### config.mk
export PLATFORM = sky130hd
export DESIGN_NAME = fplsc_top
export DESIGN_NICKNAME = d
export VERILOG_FILES = /design/src/rtl/fplsc_pkg.sv /design/src/rtl/fplsc_top.sv
export SDC_FILE = /design/constraint.sdc
export NUM_CORES = 1
export LEC_CHECK = 0
export ABC_AREA = 1
export BUFFER_PORTS_ARGS = -buffer_cell sky130_fd_sc_hd__buf_2
export CAP_MARGIN = 20
export CORE_MARGIN = 2
export CORE_UTILIZATION = 24
export DETAILED_ROUTE_END_ITERATION = 10
export HOLD_SLACK_MARGIN = 0.03
export PLACE_DENSITY = 0.51
export SLEW_MARGIN = 20
export SYNTH_ARGS = -nofsm -noshare
export SYNTH_HDL_FRONTEND = slang
export SYNTH_SLANG_ARGS = --single-unit
### constraint.sdc
create_clock -name pclk -period 2.19 [get_ports pclk]
set_input_delay 0.438 -clock pclk [delete_from_list [all_inputs] [get_ports pclk]]
set_output_delay 0.438 -clock pclk [all_outputs]
set_load 0.05 [all_outputs]
### src/rtl/fplsc_pkg.sv
// package: constants for the flash power, lock and suspend controller
package fplsc_pkg;
  // apb register byte offsets
  localparam logic [11:0] STAT2_OFS   = 12'h000;
  localparam logic [11:0] STAT3_OFS   = 12'h004;
  localparam logic [11:0] STAT4_OFS   = 12'h008;
  localparam logic [11:0] STAT5_OFS   = 12'h00c;
  localparam logic [11:0] LOCK_OFS    = 12'h010;
  localparam logic [11:0] RSTPWR_OFS  = 12'h014;
  // field positions
  localparam int ANY_SUSPEND_FLAG_BIT   = 7;  // any_suspend_flag, second status reg
  localparam int RSTEN_BIT  = 7;  // reset pin enable, third status reg
  localparam int PDM_BIT    = 7;  // powerdown_level_select, fourth_status_reg
  localparam int PE_BIT     = 5;  // program_error_flag
  localparam int EE_BIT     = 4;  // erase_error_flag
  localparam int ES_BIT     = 3;  // erase_suspended_flag, fifth status reg
  localparam int PS_BIT     = 2;  // program_suspended_flag
  localparam int JRST_BIT   = 0;  // jedec reset trigger
  localparam int BUSY_BIT   = 4;  // busy view in reset/power reg
  // reset values
  localparam logic [15:0] LOCK_RST  = 16'h0000;
  localparam logic        RSTEN_RST = 1'b0;
  localparam logic        PDM_RST   = 1'b0;
  // opcodes
  localparam logic [7:0] OP_LOCK_A  = 8'h3c;
  localparam logic [7:0] OP_LOCK_B  = 8'h3d;
  localparam logic [7:0] OP_PD      = 8'hb9;
  localparam logic [7:0] OP_PD_DEEP = 8'h79;
  localparam logic [7:0] OP_RESUME  = 8'hab;
  localparam logic [7:0] OP_RST_EN  = 8'h66;
  localparam logic [7:0] OP_RST     = 8'h99;
  localparam logic [7:0] OP_TERM    = 8'hf0;
  localparam logic [7:0] OP_ANY_SUSPEND_FLAG_A  = 8'hb0;
  localparam logic [7:0] OP_ANY_SUSPEND_FLAG_B  = 8'h75;
  localparam logic [7:0] OP_RESM_A  = 8'hd0;
  localparam logic [7:0] OP_RESM_B  = 8'h7a;
  // spi frame bit counts
  localparam logic [5:0] OPC_BITS   = 6'h08;
  localparam logic [5:0] ADDR_BITS  = 6'h20;
  localparam logic [3:0] LOCK_BITS  = 4'h8;
  // timing, ns and derived cycles at 4 ns
  localparam int CLK_NS          = 4;
  localparam int PROG_TIME_NS    = 2000;
  localparam int ERASE_TIME_NS   = 8000;
  localparam int LIGHT_WAKE_NS   = 1000;
  localparam int DEEP_WAKE_NS    = 100000;
  localparam logic [15:0] PROG_CYC  = 16'((PROG_TIME_NS + CLK_NS - 1) / CLK_NS);
  localparam logic [15:0] ERASE_CYC = 16'((ERASE_TIME_NS + CLK_NS - 1) / CLK_NS);
  localparam logic [15:0] LIGHT_WAKE_CYC =
    16'((LIGHT_WAKE_NS + CLK_NS - 1) / CLK_NS);
  localparam int DEEP_WAKE_CYC = (DEEP_WAKE_NS + CLK_NS - 1) / CLK_NS;
  // power state, gray along active->light->deep->wake
  typedef enum logic [1:0] {
    PW_ACTIVE = 2'b00,
    PW_LIGHT  = 2'b01,
    PW_DEEP   = 2'b11,
    PW_WAKE   = 2'b10
  } fplsc_pwr_t;
endpackage

### src/rtl/fplsc_top.sv
// module: spi command control for lock read, power-down, resets and suspend
//
// The register addresses and register access over APB are this design's own decisions.
`timescale 1ns/1ps
`default_nettype none
module fplsc_top #(
  parameter int DEEP_WAKE_CYC = fplsc_pkg::DEEP_WAKE_CYC
) (
  input  wire logic        pclk,
  input  wire logic        presetn,
  input  wire logic        psel,
  input  wire logic        penable,
  input  wire logic        pwrite,
  input  wire logic [31:0] paddr,
  input  wire logic [31:0] pwdata,
  output logic      [31:0] prdata,
  output logic             pready,
  output logic             pslverr,
  input  wire logic        sck,
  input  wire logic        cs_n,
  input  wire logic        si,
  input  wire logic        reset_pin_n,
  output logic             so,
  output logic             so_oe
);

  typedef struct packed {
    logic                 sck_m, sck_q, sck_d;
    logic                 cs_m, cs_q, cs_d;
    logic                 si_m, si_q;
    logic                 rp_m, rp_q;
    logic [5:0]           bit_cnt;
    logic [31:0]          sh_in;
    logic [7:0]           opcode;
    logic [3:0]           blk;
    logic [7:0]           so_sh;
    logic [3:0]           out_cnt;
    logic                 so;
    logic                 so_oe;
    logic                 rst_armed;
    fplsc_pkg::fplsc_pwr_t pwr;
    logic                 wake_reset;
    logic [15:0]          wake_cnt;
    logic                 prog_act, prog_pause, erase_act, erase_pause;
    logic                 ps, es, pe, ee;
    logic [15:0]          prog_cnt, erase_cnt;
    logic                 rst_en;
    logic                 powerdown_level_select;
    logic [15:0]          lock;
    logic [31:0]          prdata;
  } fplsc_state_t;
  fplsc_state_t r;
  fplsc_state_t next_r;
  logic        sck_rise, sck_fall, cs_rise, cs_low, exec1, exec_addr;
  logic        is_prog, is_erase, is_chip, busy, any_suspend, apb_wr;
  logic        mapped, pd_now, soft_rst, jedec_rst, pin_rst;
  logic [31:0] rd_val;
  // edges seen only on the second and third synchroniser stages
  assign sck_rise  = r.sck_q & ~r.sck_d;
  assign sck_fall  = ~r.sck_q & r.sck_d;
  assign cs_rise   = r.cs_q & ~r.cs_d;
  assign cs_low    = ~r.cs_q;
  assign exec1     = cs_rise & (r.bit_cnt == fplsc_pkg::OPC_BITS);
  assign exec_addr = cs_rise & (r.bit_cnt >= fplsc_pkg::ADDR_BITS);
  assign pd_now    = (r.pwr != fplsc_pkg::PW_ACTIVE);
  // opcode classes for operation starts and lock checks
  always_comb begin
    unique case (r.opcode)
      8'h02, 8'ha2, 8'h32, 8'had, 8'haf, 8'h9b: is_prog = 1'b1;
      default:                                  is_prog = 1'b0;
    endcase
    unique case (r.opcode)
      8'h20, 8'h52, 8'hd8, 8'h60, 8'hc7: is_erase = 1'b1;
      default:                           is_erase = 1'b0;
    endcase
    is_chip = (r.opcode == 8'h60) || (r.opcode == 8'hc7);
  end
  assign busy        = (r.prog_act & ~r.prog_pause) |
                       (r.erase_act & ~r.erase_pause);
  assign any_suspend = r.es | r.ps;
  // apb: zero wait, read data captured in the setup cycle
  assign pready  = 1'b1;
  assign apb_wr  = psel & penable & pwrite;
  assign mapped  = (paddr[31:12] == 20'h00000) &&
                   (paddr[11:0] <= fplsc_pkg::RSTPWR_OFS) &&
                   (paddr[1:0] == 2'b00);
  assign pslverr = psel & penable & ~mapped;
  assign prdata  = r.prdata;
  assign so      = r.so;
  assign so_oe   = r.so_oe;
  always_comb begin
    rd_val = 32'h0000_0000;
    if (mapped) begin
      unique case (paddr[11:0])
        fplsc_pkg::STAT2_OFS: rd_val[fplsc_pkg::ANY_SUSPEND_FLAG_BIT] = any_suspend;
        fplsc_pkg::STAT3_OFS: rd_val[fplsc_pkg::RSTEN_BIT] = r.rst_en;
        fplsc_pkg::STAT4_OFS: begin
          rd_val[fplsc_pkg::PDM_BIT] = r.powerdown_level_select;
          rd_val[fplsc_pkg::PE_BIT]  = r.pe;
          rd_val[fplsc_pkg::EE_BIT]  = r.ee;
        end
        fplsc_pkg::STAT5_OFS: begin
          rd_val[fplsc_pkg::ES_BIT] = r.es;
          rd_val[fplsc_pkg::PS_BIT] = r.ps;
        end
        fplsc_pkg::LOCK_OFS: rd_val[15:0] = r.lock;
        fplsc_pkg::RSTPWR_OFS: begin
          rd_val[1:0]                = r.pwr;
          rd_val[fplsc_pkg::BUSY_BIT] = busy;
        end
        default: rd_val = 32'h0000_0000;
      endcase
    end
  end
  // reset sources other than power-on
  assign jedec_rst = apb_wr && mapped &&
                     (paddr[11:0] == fplsc_pkg::RSTPWR_OFS) &&
                     pwdata[fplsc_pkg::JRST_BIT];
  assign pin_rst   = ~r.rp_q & r.rst_en; // pin only counts once enabled
  assign soft_rst  = exec1 & (r.opcode == fplsc_pkg::OP_RST) & r.rst_armed &
                     ((r.pwr == fplsc_pkg::PW_ACTIVE) ||
                      (r.pwr == fplsc_pkg::PW_LIGHT));
  always_comb begin
    next_r = r;
    // synchronisers, first stage read only by the second
    next_r.sck_m = sck;
    next_r.sck_q = r.sck_m;
    next_r.sck_d = r.sck_q;
    next_r.cs_m  = cs_n;
    next_r.cs_q  = r.cs_m;
    next_r.cs_d  = r.cs_q;
    next_r.si_m  = si;
    next_r.si_q  = r.si_m;
    next_r.rp_m  = reset_pin_n;
    next_r.rp_q  = r.rp_m;
    // apb register writes and read capture
    if (psel & ~penable) begin
      next_r.prdata = rd_val;
    end
    if (apb_wr && mapped) begin
      unique case (paddr[11:0])
        fplsc_pkg::STAT3_OFS: next_r.rst_en = pwdata[fplsc_pkg::RSTEN_BIT];
        fplsc_pkg::STAT4_OFS: next_r.powerdown_level_select = pwdata[fplsc_pkg::PDM_BIT];
        fplsc_pkg::LOCK_OFS:  next_r.lock = pwdata[15:0];
        default: ;
      endcase
    end
    // operation timers; completion clears the matching suspend flag
    if (r.prog_act & ~r.prog_pause) begin
      if (r.prog_cnt == 16'h0000) begin
        next_r.prog_act = 1'b0;
        next_r.ps       = 1'b0;
      end else begin
        next_r.prog_cnt = r.prog_cnt - 16'h0001;
      end
    end
    if (r.erase_act & ~r.erase_pause) begin
      if (r.erase_cnt == 16'h0000) begin
        next_r.erase_act = 1'b0;
        next_r.es        = 1'b0;
      end else begin
        next_r.erase_cnt = r.erase_cnt - 16'h0001;
      end
    end
    // wake recovery; deepest exit ends with an internal reset
    if (r.pwr == fplsc_pkg::PW_WAKE) begin
      if (r.wake_cnt == 16'h0000) begin
        next_r.pwr = fplsc_pkg::PW_ACTIVE;
      end else begin
        next_r.wake_cnt = r.wake_cnt - 16'h0001;
      end
    end
    // serial input shift on sck rise while selected
    if (cs_low & sck_rise) begin
      next_r.sh_in = {r.sh_in[30:0], r.si_q};
      if (r.bit_cnt != 6'h3f) begin
        next_r.bit_cnt = r.bit_cnt + 6'h01;
      end
      if (r.bit_cnt == fplsc_pkg::OPC_BITS - 6'h01) begin
        next_r.opcode = {r.sh_in[6:0], r.si_q};
      end
      if (r.bit_cnt == fplsc_pkg::ADDR_BITS - 6'h01) begin
        next_r.blk = r.sh_in[18:15];
        // lock field load, only while awake
        if (((r.opcode == fplsc_pkg::OP_LOCK_A) ||
             (r.opcode == fplsc_pkg::OP_LOCK_B)) && !pd_now) begin
          next_r.so_sh   = {7'h00, r.lock[r.sh_in[18:15]]};
          next_r.out_cnt = fplsc_pkg::LOCK_BITS;
          next_r.so_oe   = 1'b1;
        end
      end
    end
    // lock field out on sck fall, msb first
    if (cs_low & sck_fall & (r.out_cnt != 4'h0)) begin
      next_r.so      = r.so_sh[7];
      next_r.so_sh   = {r.so_sh[6:0], 1'b0};
      next_r.out_cnt = r.out_cnt - 4'h1;
    end
    // command execution at chip select rise
    if (cs_rise) begin
      next_r.bit_cnt = 6'h00;
      next_r.out_cnt = 4'h0;
      next_r.so_oe   = 1'b0;
      if (exec1) begin
        next_r.rst_armed = (r.opcode == fplsc_pkg::OP_RST_EN) &&
                           (r.pwr != fplsc_pkg::PW_DEEP);
      end
      // power-down levels accept only their exits; cs rise alone is nothing
      unique case (r.pwr)
        fplsc_pkg::PW_LIGHT, fplsc_pkg::PW_DEEP: begin
          if (exec1 && (r.opcode == fplsc_pkg::OP_RESUME)) begin
            next_r.pwr        = fplsc_pkg::PW_WAKE;
            next_r.wake_reset = (r.pwr == fplsc_pkg::PW_DEEP);
            next_r.wake_cnt   = (r.pwr == fplsc_pkg::PW_DEEP) ?
                                16'(DEEP_WAKE_CYC) :
                                fplsc_pkg::LIGHT_WAKE_CYC;
          end
        end
        fplsc_pkg::PW_WAKE: ;
        fplsc_pkg::PW_ACTIVE: begin
          if (exec1 && !busy) begin
            if (r.opcode == fplsc_pkg::OP_PD) begin
              next_r.pwr = r.powerdown_level_select ? fplsc_pkg::PW_LIGHT
                                 : fplsc_pkg::PW_DEEP;
            end else if (r.opcode == fplsc_pkg::OP_PD_DEEP) begin
              next_r.pwr = fplsc_pkg::PW_DEEP;
            end
          end
          // suspend: program first if running; one ending now is done
          if (exec1 && ((r.opcode == fplsc_pkg::OP_ANY_SUSPEND_FLAG_A) ||
                        (r.opcode == fplsc_pkg::OP_ANY_SUSPEND_FLAG_B))) begin
            if (next_r.prog_act & ~r.prog_pause) begin
              next_r.prog_pause = 1'b1;
              next_r.ps         = 1'b1;
            end else if (next_r.erase_act & ~r.erase_pause) begin
              next_r.erase_pause = 1'b1;
              next_r.es          = 1'b1;
            end
          end
          // resume: innermost suspended operation first
          if (exec1 && ((r.opcode == fplsc_pkg::OP_RESM_A) ||
                        (r.opcode == fplsc_pkg::OP_RESM_B))) begin
            if (r.prog_pause) begin
              next_r.prog_pause = 1'b0;
            end else if (r.erase_pause & ~r.prog_act) begin
              next_r.erase_pause = 1'b0;
            end
          end
          // terminate halts the running operation, no reset
          if (exec1 && (r.opcode == fplsc_pkg::OP_TERM)) begin
            if (r.prog_act & ~r.prog_pause) begin
              next_r.prog_act = 1'b0;
              next_r.ps       = 1'b0;
              next_r.pe       = 1'b1;
            end else if (r.erase_act & ~r.erase_pause) begin
              next_r.erase_act = 1'b0;
              next_r.es        = 1'b0;
              next_r.ee        = 1'b1;
            end
          end
          // program may start with no erase active or beside a suspended erase
          if (exec_addr && is_prog && !r.prog_act &&
              (!r.erase_act || r.erase_pause) && !r.lock[r.blk]) begin
            next_r.prog_act = 1'b1;
            next_r.prog_cnt = fplsc_pkg::PROG_CYC;
            next_r.pe       = 1'b0;
          end
          // erase never starts under a suspended program
          if (exec_addr && is_erase && !r.prog_act && !r.erase_act &&
              !(is_chip ? |r.lock : r.lock[r.blk])) begin
            next_r.erase_act = 1'b1;
            next_r.erase_cnt = fplsc_pkg::ERASE_CYC;
            next_r.ee        = 1'b0;
          end
        end
      endcase
    end
    // resets abort operations and leave power-down; last so they win
    if (soft_rst || jedec_rst || pin_rst ||
        ((r.pwr == fplsc_pkg::PW_WAKE) && r.wake_reset &&
         (r.wake_cnt == 16'h0000))) begin
      next_r.prog_act    = 1'b0;
      next_r.prog_pause  = 1'b0;
      next_r.erase_act   = 1'b0;
      next_r.erase_pause = 1'b0;
      next_r.ps          = 1'b0;
      next_r.es          = 1'b0;
      next_r.pe          = 1'b0;
      next_r.ee          = 1'b0;
      next_r.rst_armed   = 1'b0;
      next_r.wake_reset  = 1'b0;
      next_r.out_cnt     = 4'h0;
      next_r.so_oe       = 1'b0;
      next_r.pwr         = fplsc_pkg::PW_ACTIVE;
    end
  end
  // single state register; power-on reset via presetn
  always_ff @(posedge pclk or negedge presetn) begin
    if (!presetn) begin
      r        <= '0;
      r.cs_m   <= 1'b1;
      r.cs_q   <= 1'b1;
      r.cs_d   <= 1'b1;
      r.rp_m   <= 1'b1;
      r.rp_q   <= 1'b1;
      r.rst_en <= fplsc_pkg::RSTEN_RST;
      r.powerdown_level_select    <= fplsc_pkg::PDM_RST;
      r.lock   <= fplsc_pkg::LOCK_RST;
      r.pwr    <= fplsc_pkg::PW_ACTIVE;
    end else begin
      r <= next_r;
    end
  end
endmodule
`default_nettype wire

Word level (Yosys, flattened, before mapping)
Cells that the tools add are included.
{ "classes": {"n_eq_ne": 37, "n_bitwise": 33, "n_lt_le_gt_ge": 4, "n_reduce_logical": 84, "n_addsub": 5, "muxes": 87} }
{ "ops": {"columns": ["cell", "count"], "rows": [
  ["two-way mux 16 bit", 10],
  ["equality test 8 bit, second input constant", 12],
  ["two-way mux 62 bit", 1],
  ["two-way mux 61 bit", 1],
  ["equality test 8 x 7 -> 1 bit, second input constant", 6],
  ["logical NOT 16 bit", 3],
  ["subtractor 16 x 1 -> 16 bit, second input constant", 3],
  ["two-way mux 1 bit", 45],
  ["two-way mux 40 bit", 1],
  ["equality test 8 x 6 -> 1 bit, second input constant", 4],
  ["equality test 12 x 4 -> 1 bit, second input constant", 2],
  ["equality test 12 x 5 -> 1 bit, second input constant", 2],
  ["two-way mux 8 bit", 3],
  ["logical AND 1 bit", 22],
  ["nonzero test 2 bit", 11],
  ["bitwise AND 1 bit", 21],
  ["nonzero test 3 bit", 7],
  ["logical NOT 20 bit", 1],
  ["two-way mux 19 bit", 1],
  ["two-way mux 17 bit", 1],
  ["AND reduction 2 bit", 8],
  ["nonzero test 4 bit", 4],
  ["OR reduction 16 bit", 1],
  ["two-way mux 15 bit", 1],
  ["39 further kinds", 79]
]} }
{ "word_totals": {"wordCells": 286, "reg_bits": 184, "inputBits": 73} }

Longest topological paths before layout
Gate-level depths: netlist of the first run.
{ "logic_depth": {"depth_word": 14, "depth_mapped": 12} }

Least setup slack after synthesis of the first run
Ideal clock, no wire load.
{ "synth_path": {"path_kind": "input port to output port", "start": "in paddr[9]", "end": "out pslverr", "setup_slack_ns": 0.307, "cell_stages": 6, "n_path_buf": 0, "t_arrival_ns": 1.445, "cell_sequence": "nor2_1 > nand2_1 > inv_1 > nand3_1 > nor2_4 > nor2_1"} }
{ "synth_via": {"elab_chain_cells": 5} }
{ "synth_lines": {"columns": ["item", "line", "source"], "rows": [
  ["start, declared", "fplsc_top.sv:14", "input wire logic [31:0] paddr,"],
  ["less-or-equal comparator 12 x 5 -> 1 bit", "fplsc_top.sv:85", "(paddr[11:0] <= fplsc_pkg::RSTPWR_OFS) &&"],
  ["logical AND 1 bit", "fplsc_top.sv:84", "assign mapped = (paddr[31:12] == 20'h00000) &&"],
  ["logical AND 1 bit", "fplsc_top.sv:85", null],
  ["inverter 1 bit", "fplsc_top.sv:87", "assign pslverr = psel & penable & ~mapped;"],
  ["bitwise AND 1 bit", "fplsc_top.sv:87", null],
  ["end, declared", "fplsc_top.sv:18", "output logic pslverr,"]
]} }
Every way passes these cells.

==> summary.txt, run 1 <==
Outcome
  – Status: finished, final reports clean

Synthesis
  – Mapped Area: 8770 sq um
  – Main synth FF type: dfrtp_1
  – Library cells used by synthesis: 49
  – Number of flops mapped to enable cells by yosys: 0
  – Post-synthesis register bit count: 155
  – Async S/R FF share, synth: 100%
  – Share of the yosys chip area belonging to registers: 44.3%
  – Post-Syn Area per Cell: 7.47 sq um
  – Yosys Warn Count: 0
  – Syn Inst Count: 1174

Timing
  – Final Skew: 0.0182 ns
  – WHS: 0.103 ns
  – Max Clk Rate: 505 MHz
  – Period utilisation layout: 90.5%
  – Final min period: 1.98 ns
  – Final Setup Violations: 0
  – Tightest Pin Transition: 0.520 ns
  – Max_slew headroom: 65.3%
  – Unrepaired setup endpoints after global routing: false
  – Final hold viol count: 0
  – Final setup TNS: 0 ns
  – Slack of the critical path: 0.209 ns
  – Final Max Slew Viols: 0

Global route
  – First-pass GRT wire length: 36.5 mm
  – Largest net degree at the start of global routing: 49
  – Vias in the first global route: 7383
  – Global route overflow: 0
  – GRT Total Usage: 11.7%
  – Initial antenna violation count: 0

Clocking
  – Maximum clock path buffer count: 2
  – Postcts setup bufs: 0
  – Clk slew on worst S/H paths: 0.08 ns
  – H-tree levels: 4
  – TritonCTS clock tree: built
  – Clock sink count: 155
  – Worst skew pair latency: 0.44 ns
  – Inserted Clock Buffers: 17
  – CTS Root Cell: clkbuf_16

Detailed routing
  – WL final: 21.6 mm
  – Drt initial violations: 573
  – Drt drc: 0
  – Via count: 7501
  – Via-to-Cell Ratio: 4.33
  – WL/cell: 12.4 um
  – ANT nets after route: 0
  – TritonRoute pass-1 iters: 5

Power
  – P per Cell Area: 637 nW/um^2
  – Peak VDD IR: 391 uV
  – Leak: 5.13 nW

Floorplanning
  – Core Area: 36300 sq um
  – Initial core utilization: 24.2%
  – Num ports: 109
  – Die W: 195 um
  – # rows: 70
  – Die area: 38100 sq um
  – Vert. Die Dim: 195 um

Final layout
  – Final instance area: 10200 sq um
  – Area growth, synth to finish: 16.8%
  – Ant. Diodes: 0
  – Most common cell after layout, fill and taps aside: nand2_1
  – Layout net count: 1332
  – Fillcell total: 3937
  – Most frequent cells in the layout: 275 x nand2_1, 156 x nor2_1, 150 x dfrtp_1
  – Layout cells sized above 1: 15.1%
  – Fin util: 28.2%

Setup path
  – Startpoint Class: flip-flop
  – Crit path required time: 2.50 ns
  – CP max FO: 14
  – Worst setup EP type: flip-flop
  – WP data arrival: 2.29 ns
  – Crit Path Category: reg -> reg

Placed design
  – Dpl ws: 0.195 ns
  – DP Area: 9640 sq um
  – Post-DP HPWL: 16.1 mm
  – Gpl congestion: 0.837
  – Port Buffer Count: 75

Flow run
  – Number of max-cap violations: 0

Min path
  – Class of the worst hold path: in -> reg
==> routing by layer <==
layer	share of wire [%]	up-vias	wire length (um)	track usage (%)
li1	-	3857	-	-
met1	49	3475	10700	15.7
met4	1.9	0	401	4.52
met2	46	148	9860	19.1
met5	0	-	0	0
met3	3.0	21	646	1.74
==> report_power, final <==
| part | switching [mW] | leakage (nW) | internal [mW] |
|---|---|---|---|
| Combinational | 0.322 | 2.81 | 0.134 |
| Sequential | 0.0627 | 2.04 | 2.94 |
| Clock | 1.34 | 0.284 | 1.71 |
| Total | 1.73 | 5.13 | 4.79 |
==> timing repair <==
item	4_1_cts	5_1_grt
endpoints found under the setup margin	0	0
endpoints found under the hold margin	40	0
hold buffers	1	0
gates resized for setup	0	0
==> flip-flops by register name, summed over array words and instances, names as in the netlist <==
signal  flops
prdata     16
next_r      6
so          1
so_oe       1
r         131
==> stage by stage <==
step                      cells  power [mW]
after floorplan            1189        3.34
after global placement     1701        3.51
after detailed placement   1701        3.52
after CTS                  1734        6.61
after global routing       1734        6.82
final                      1734        6.52
==> final timing paths <==
kind	slack (ns)	endpoint	startpoint	cells past startpoint
setup / recovery	0.21	r[62]	r[124]	10
hold reg to reg	0.35	next_r[181]	next_r[182]	0
setup reg to reg	0.21	r[62]	r[124]	10
hold / removal	0.10	next_r[179]	cs_n	1
max in group asynchronous	1.01	next_r[174]	presetn	3
min in group asynchronous	0.54	r[58]	presetn	2
==> worst max-delay path, stage by stage (launching register included) <==
cell     delay [ns]
dfrtp_1        0.49
inv_4          0.15
nand2_1        0.06
nand3_1        0.07
nand3_1        0.08
nand3_1        0.09
nand2_1        0.21
nand2_1        0.17
nand3_2        0.29
nand3_1        0.20
inv_1          0.05
==> cells in the mapped netlist, types with 3 or more instances <==
cell	count	area, sq um
o21ai_0	94	470
nand3_2	6	60.1
nor3_1	22	110
o31ai_1	3	22.5
dfrtp_1	150	3750
ha_1	6	75.1
clkbuf_1	11	41.3
xor2_1	14	123
inv_1	145	544
o22ai_1	13	81.3
o21ai_1	14	70.1
a22o_1	4	35.0
o211ai_1	4	30.0
nor2_1	156	586
a21oi_1	35	175
nand3b_1	3	22.5
nand3_1	76	380
mux2i_1	3	30.0
inv_2	13	48.8
nand2_1	275	1030
nand2_2	12	75.1
buf_4	37	278
nor3_2	6	60.1
nor2_2	7	43.8
nor2_4	7	78.8
nand4_1	11	68.8
xnor2_1	12	105
dfstp_2	5	131
==> cell families (layout without fill, tap and decap cells) <==
logic type,after synthesis,after routing,share of synthesized area (%)
mux,3,3,0.342
simple gates,593,593,30.0
compound gates,175,175,10.8
xor+xnor,26,26,2.60
other cells,2,17,0.0856
fa+ha+maj,6,6,0.856
flops,155,155,44.3
buf+inv,214,291,11.0
==> final cells by class <==
| cell class | count | area, sq um | area share, % |
|---|---|---|---|
| clock buffer | 19 | 433 | 4.23 |
| timing repair buffer | 97 | 587 | 5.73 |
| clock inverter | 13 | 160 | 1.56 |
| inverter | 162 | 613 | 5.99 |
| sequential | 155 | 3880 | 37.9 |
| tap | 468 | 586 | 5.72 |
| multi-input combinational | 820 | 3980 | 38.8 |
Power figures use the tool's default switching activity.
==> inputs of run 2 (changes only) <==
--- a/config.mk
+++ b/config.mk
@@ -8,6 +8,7 @@
 export ABC_AREA = 1
 export BUFFER_PORTS_ARGS = -buffer_cell sky130_fd_sc_hd__buf_2
 export CAP_MARGIN = 20
+export CORE_ASPECT_RATIO = 1.2
 export CORE_MARGIN = 2
 export CORE_UTILIZATION = 24
 export DETAILED_ROUTE_END_ITERATION = 10
==> constraint.sdc (replaced) <==
create_clock -name pclk -period 2 [get_ports pclk]
set_input_delay 0.4 -clock pclk [delete_from_list [all_inputs] [get_ports pclk]]
set_output_delay 0.4 -clock pclk [all_outputs]
set_load 0.05 [all_outputs]
==> summary.txt, run 2 (synthesis results as in run 1) <==
Final layout
  – Max FFs per register: 131 (unchanged)
  – Most frequent cells in the layout: 272 x nand2_1, 155 x nor2_1, 149 x dfrtp_1 (was 275 x nand2_1, 156 x nor2_1, 150 x dfrtp_1)
  – Non-Filler Instances: 1747 (was 1734)
  – Final instance area: 10500 sq um (was 10200 sq um)
  – Ant. Diodes: 0 (unchanged)
  – Largest register by flop count: r (unchanged)
  – Area growth, synth to finish: 19.1% (was 16.8%)
  – Layout net count: 1345 (was 1332)
  – Most common cell after layout, fill and taps aside: nand2_1 (unchanged)
  – Layout cells sized above 1: 16.9% (was 15.1%)

Setup path
  – CP max FO: 8 (was 14)
  – WP data arrival: 2.16 ns (was 2.29 ns)
  – Crit Path Category: reg -> reg (unchanged)
  – Worst R2R Path Depth: 9 (was 10)
  – Worst setup EP type: flip-flop (unchanged)
  – Startpoint Class: flip-flop (unchanged)
  – Crit path required time: 2.32 ns (was 2.50 ns)

Clocking
  – TritonCTS clock tree: built (unchanged)
  – Inserted Clock Buffers: 17 (unchanged)
  – H-tree levels: 4 (unchanged)
  – Clock sink count: 155 (unchanged)
  – Clk slew on worst S/H paths: 0.07 ns (was 0.08 ns)
  – Worst skew pair latency: 0.44 ns (about the same)
  – Maximum clock path buffer count: 2 (unchanged)
  – CTS Root Cell: clkbuf_16 (unchanged)

Placed design
  – Port Buffer Count: 75 (unchanged)
  – Dpl ws: 0.103 ns (was 0.195 ns)
  – Cell Count Post-Placement: 1712 (was 1701)
  – Post-DP HPWL: 16.4 mm (was 16.1 mm)
  – Gpl congestion: 0.852 (was 0.837)
  – DP Area: 9770 sq um (was 9640 sq um)

Timing
  – Final hold viol count: 0 (unchanged)
  – WHS: 0.0592 ns (was 0.103 ns)
  – Final Skew: 0.0136 ns (was 0.0182 ns)
  – Max Clk Rate: 543 MHz (was 505 MHz)
  – Final Max Slew Viols: 0 (unchanged)
  – Final Setup Violations: 0 (unchanged)
  – Final min period: 1.84 ns (was 1.98 ns)
  – Slack of the critical path: 0.158 ns (was 0.209 ns)
  – Unrepaired setup endpoints after global routing: true (was false)
  – Period utilisation layout: 92.1% (was 90.5%)

Floorplanning
  – Num ports: 109 (unchanged)
  – Initial core utilization: 24.4% (was 24.2%)
  – Core Area: 35900 sq um (was 36300 sq um)
  – Die W: 179 um (was 195 um)
  – Die area: 38100 sq um (about the same)
  – # rows: 76 (was 70)
  – Vert. Die Dim: 213 um (was 195 um)

Detailed routing
  – Drt initial violations: 467 (was 573)
  – WL final: 21.2 mm (was 21.6 mm)
  – Via-to-Cell Ratio: 4.32 (was 4.33)
  – Drt drc: 0 (unchanged)
  – Via count: 7541 (was 7501)
  – TritonRoute pass-1 iters: 5 (unchanged)
  – ANT nets after route: 0 (unchanged)
  – WL/cell: 12.2 um (was 12.4 um)

Global route
  – Global route overflow: 0 (unchanged)
  – GRT Total Usage: 11.7% (about the same)
  – Initial antenna violation count: 0 (unchanged)
  – First-pass GRT wire length: 35.9 mm (was 36.5 mm)
  – Vias in the first global route: 7425 (was 7383)
  – Largest net degree at the start of global routing: 47 (was 49)

Flow run
  – Number of max-cap violations: 0 (unchanged)

Power
  – P per Cell Area: 669 nW/um^2 (was 637 nW/um^2)
  – Peak VDD IR: 369 uV (was 391 uV)
  – Leak: 5.22 nW (was 5.13 nW)

Outcome
  – Status: finished, final reports clean (unchanged)

Min path
  – Class of the worst hold path: in -> reg (unchanged)
  – Hold depth: 1 (unchanged)
run 2: changes by cell type in the layout (fill, tap and decap cells not counted), sizes merged:
cell | before | now
buf | 96 | 109
inv | 164 | 165
bufinv | 2 | 0
clkinvlp | 2 | 1
clkinv | 7 | 11
clkbuf | 19 | 17
run 2: through the flow:
step / setup TNS, ns / power (mW) / utilization (%)
2_1_floorplan: 0 / 3.66 / -
3_3_place_gp: 0 / 3.85 / 27.2
3_5_place_dp: 0 / 3.86 / 27.2
4_1_cts: 0 / 7.13 / 28.9
5_1_grt: -0.0210 / 7.32 / 29.1
6_report: 0 / 6.99 / 29.1
run 2: report_power, final:
part	switching [mW]	internal (mW)	leakage, nW
Sequential	0.0632	3.22	2.04
Clock	1.52	1.68	0.288
Combinational	0.349	0.153	2.89
Total	1.93	5.06	5.22
run 2: final timing paths:
kind | startpoint | endpoint | slack (ns)
max | next_r[178] | r[114] | 0.16
min | reset_pin_n | next_r[174] | 0.06
max reg2reg | next_r[178] | r[114] | 0.16
min reg2reg | next_r[182] | next_r[181] | 0.35
max in group asynchronous | presetn | next_r[179] | 0.91
min in group asynchronous | presetn | r[58] | 0.49
run 2: cell type report:
| class | instances | area, sq um |
|---|---|---|
| Tap cell | 468 | 586 |
| Multi-Input combinational cell | 820 | 4030 |
| Sequential cell | 155 | 3890 |
| Clock buffer | 17 | 425 |
| Clock inverter | 15 | 175 |
| Inverter | 162 | 613 |
| Timing Repair Buffer | 110 | 734 |
| Fill cell | 3879 | 25500 |
run 2: repair_timing:
item                                    CTS  global route
gates resized for setup                   0            13
buffers inserted                          0             2
endpoints found under the hold margin    39             0
endpoints found under the setup margin    0            24
hold buffers                              1             0
run 2: layer usage:
metal  wire, um  global-route usage, %  share of wire (%)
met1       9740                   14.4                 46
met2      10400                   20.8                 49
met3        789                   1.91                3.7
met4        274                   3.84                1.3
met5          0                      0                  0
run 2: critical path, stage by stage (launching register included):
cell,delay [ns]
dfstp_2,0.57
nand2_2,0.13
nor3_4,0.30
nand3_1,0.12
o21ai_1,0.16
clkinv_1,0.09
nand2_1,0.11
nor2_4,0.09
nand2_4,0.09
a21oi_1,0.05
==> inputs of run 3 (changes only) <==
==> constraint.sdc (replaced) <==
create_clock -name pclk -period 1.8 [get_ports pclk]
set_input_delay 0.36 -clock pclk [delete_from_list [all_inputs] [get_ports pclk]]
set_output_delay 0.36 -clock pclk [all_outputs]
set_load 0.05 [all_outputs]
==> summary.txt, run 3 (synthesis results as in run 1) <==
Outcome
  – Status: finished, final reports clean (unchanged)

Detailed routing
  – Via count: 7844 (was 7541)
  – WL/cell: 12.3 um (was 12.2 um)
  – Drt initial violations: 436 (was 467)
  – Via-to-Cell Ratio: 4.33 (was 4.32)
  – ANT nets after route: 0 (unchanged)
  – TritonRoute pass-1 iters: 7 (was 5)
  – Drt drc: 0 (unchanged)
  – WL final: 22.4 mm (was 21.2 mm)

Timing
  – Final hold viol count: 0 (unchanged)
  – Final min period: 1.73 ns (was 1.84 ns)
  – Max_slew headroom: 66.2%
  – Slack of the critical path: 0.0683 ns (was 0.158 ns)
  – Final Setup Violations: 0 (unchanged)
  – Final Skew: 0.0134 ns (was 0.0136 ns)
  – Unrepaired setup endpoints after global routing: true (unchanged)
  – Final Max Slew Viols: 0 (unchanged)
  – Tightest Pin Transition: 0.507 ns
  – Period utilisation layout: 96.2% (was 92.1%)
  – Final setup TNS: 0 ns (unchanged)
  – Max Clk Rate: 577 MHz (was 543 MHz)

Min path
  – Class of the worst hold path: in -> reg (unchanged)

Final layout
  – Most frequent cells in the layout: 257 x nand2_1, 142 x dfrtp_1, 138 x nor2_1 (was 272 x nand2_1, 155 x nor2_1, 149 x dfrtp_1)
  – Max FFs per register: 131 (unchanged)
  – Ant. Diodes: 0 (unchanged)
  – Layout cells sized above 1: 25.2% (was 16.9%)
  – Fin util: 31.2% (was 29.1%)
  – Largest register by flop count: r (unchanged)
  – Fillcell total: 3843 (was 3879)
  – Layout net count: 1411 (was 1345)
  – Final instance area: 11200 sq um (was 10500 sq um)
  – Most common cell after layout, fill and taps aside: nand2_1 (unchanged)
  – Area growth, synth to finish: 28.0% (was 19.1%)

Setup path
  – Worst setup EP type: flip-flop (unchanged)
  – CP most frequent cell: nand3_1
  – WP data arrival: 2.05 ns (was 2.16 ns)
  – CP max FO: 5 (was 8)
  – Startpoint Class: flip-flop (unchanged)
  – Crit Path Category: reg -> reg (unchanged)
  – Critical-path cell list: buf_4 -> nand2_1 -> nand3_1 -> nand3_1 -> nand3_2 -> nand2_2 -> buf_6 -> nor2_4 -> clkbuf_16 -> or2_1 (was nand2_2 -> nor3_4 -> nand3_1 -> o21ai_1 -> clkinv_1 -> nand2_1 -> nor2_4 -> nand2_4 -> a21oi_1)
  – CP max stage cell: dfrtp_2 (was dfstp_2)
  – Crit path required time: 2.11 ns (was 2.32 ns)
  – CP max stage delay: 0.45 ns (was 0.57 ns)

Clocking
  – Clock sink count: 155 (unchanged)
  – Inserted Clock Buffers: 17 (unchanged)
  – CTS Root Cell: clkbuf_16 (unchanged)
  – TritonCTS clock tree: built (unchanged)
  – Worst skew pair latency: 0.44 ns (about the same)
  – Clk slew on worst S/H paths: 0.07 ns (about the same)
  – H-tree levels: 4 (unchanged)
  – Maximum clock path buffer count: 2 (unchanged)

Power
  – Sequential Power Share: 45.5% (was 47.0%)
  – NetSw: 2.07 mW (was 1.93 mW)
  – Pwr Total: 8.02 mW (was 6.99 mW)
  – Leak: 5.60 nW (was 5.22 nW)
  – P_int: 5.94 mW (was 5.06 mW)
  – Clock share of power: 46.0% (was 45.8%)
  – P per Cell Area: 714 nW/um^2 (was 669 nW/um^2)
  – Comb power frac: 8.5% (was 7.2%)
  – Peak VDD IR: 459 uV (was 369 uV)
  – Sw frac: 25.9% (was 27.6%)

Floorplanning
  – Vert. Die Dim: 213 um (unchanged)
  – # rows: 76 (unchanged)
  – Num ports: 109 (unchanged)
  – Die area: 38100 sq um (unchanged)
  – Die W: 179 um (unchanged)
  – Initial core utilization: 24.4% (unchanged)
  – Core Area: 35900 sq um (unchanged)

Flow run
  – Number of max-cap violations: 0 (unchanged)

Global route
  – Vias in the first global route: 7575 (was 7425)
  – First-pass GRT wire length: 36.9 mm (was 35.9 mm)
  – Initial antenna violation count: 0 (unchanged)
  – Global route overflow: 0 (unchanged)
  – Largest net degree at the start of global routing: 45 (was 47)
  – GRT Total Usage: 12.0% (was 11.7%)

Placed design
  – Gpl congestion: 0.840 (was 0.852)
  – Dpl ws: -0.0691 ns (was 0.103 ns)
  – Post-DP HPWL: 16.8 mm (was 16.4 mm)
  – DP Area: 10100 sq um (was 9770 sq um)
  – Port Buffer Count: 75 (unchanged)
## run 3: layer usage
metal / routed length, um / track usage, % / vias to the layer above
met5: 0 / 0 / -
met2: 11000 / 21.4 / 157
li1: - / - / 4017
met1: 10200 / 14.9 / 3651
met3: 800 / 1.70 / 19
met4: 311 / 3.84 / 0
## run 3: area by class of cell
type / instances / area, sq um / share of cell area (%)
multi-input combinational: 820 / 4220 / 37.6
sequential: 155 / 3890 / 34.7
timing repair buffer: 176 / 1310 / 11.6
clock buffer: 19 / 443 / 3.94
inverter: 162 / 621 / 5.53
tap: 468 / 586 / 5.22
clock inverter: 13 / 155 / 1.38
## run 3: final timing paths
path	startpoint	endpoint	slack, ns	cells after the start
setup / recovery	r[124]	r[68]	0.07	10
hold / removal	pwdata[10]	r[42]	0.13	3
setup reg to reg	r[124]	r[68]	0.07	10
hold reg to reg	next_r[182]	next_r[181]	0.35	0
max in group asynchronous	presetn	r[174]	0.77	3
min in group asynchronous	presetn	r[64]	0.45	2
## run 3: timing repair
item,CTS,global route
resized for setup,14,83
gates cloned,0,2
endpoints found under the setup margin,21,60
buffers inserted,2,13
endpoints found under the hold margin,38,0
pin swaps,6,23
hold buffers,5,0
## run 3: metrics by stage
stage / cells / hold WS, ns
floorplan: 1189 / 0.0644
global placement: 1759 / 0.332
detailed placement: 1759 / 0.337
CTS: 1798 / 0.109
global route: 1813 / 0.139
finish: 1813 / 0.129
## run 3: power by group through the flow
| stage | registers, mW | logic, mW | clock network [mW] |
|---|---|---|---|
| final | 3.65 | 0.678 | 3.69 |
| after global routing | 3.66 | 0.772 | 3.92 |
| after CTS | 3.64 | 0.648 | 3.80 |
| after detailed placement | 3.71 | 0.636 | 0 |
| after global placement | 3.71 | 0.624 | 0 |
| after floorplan | 3.70 | 0.359 | 0 |
## run 3: critical path: cells and delay by family (launching register included)
family / cells / cell delay, ns
and+or+nand+nor: 7 / 0.71
DFF: 1 / 0.45
buffers and inverters: 3 / 0.44
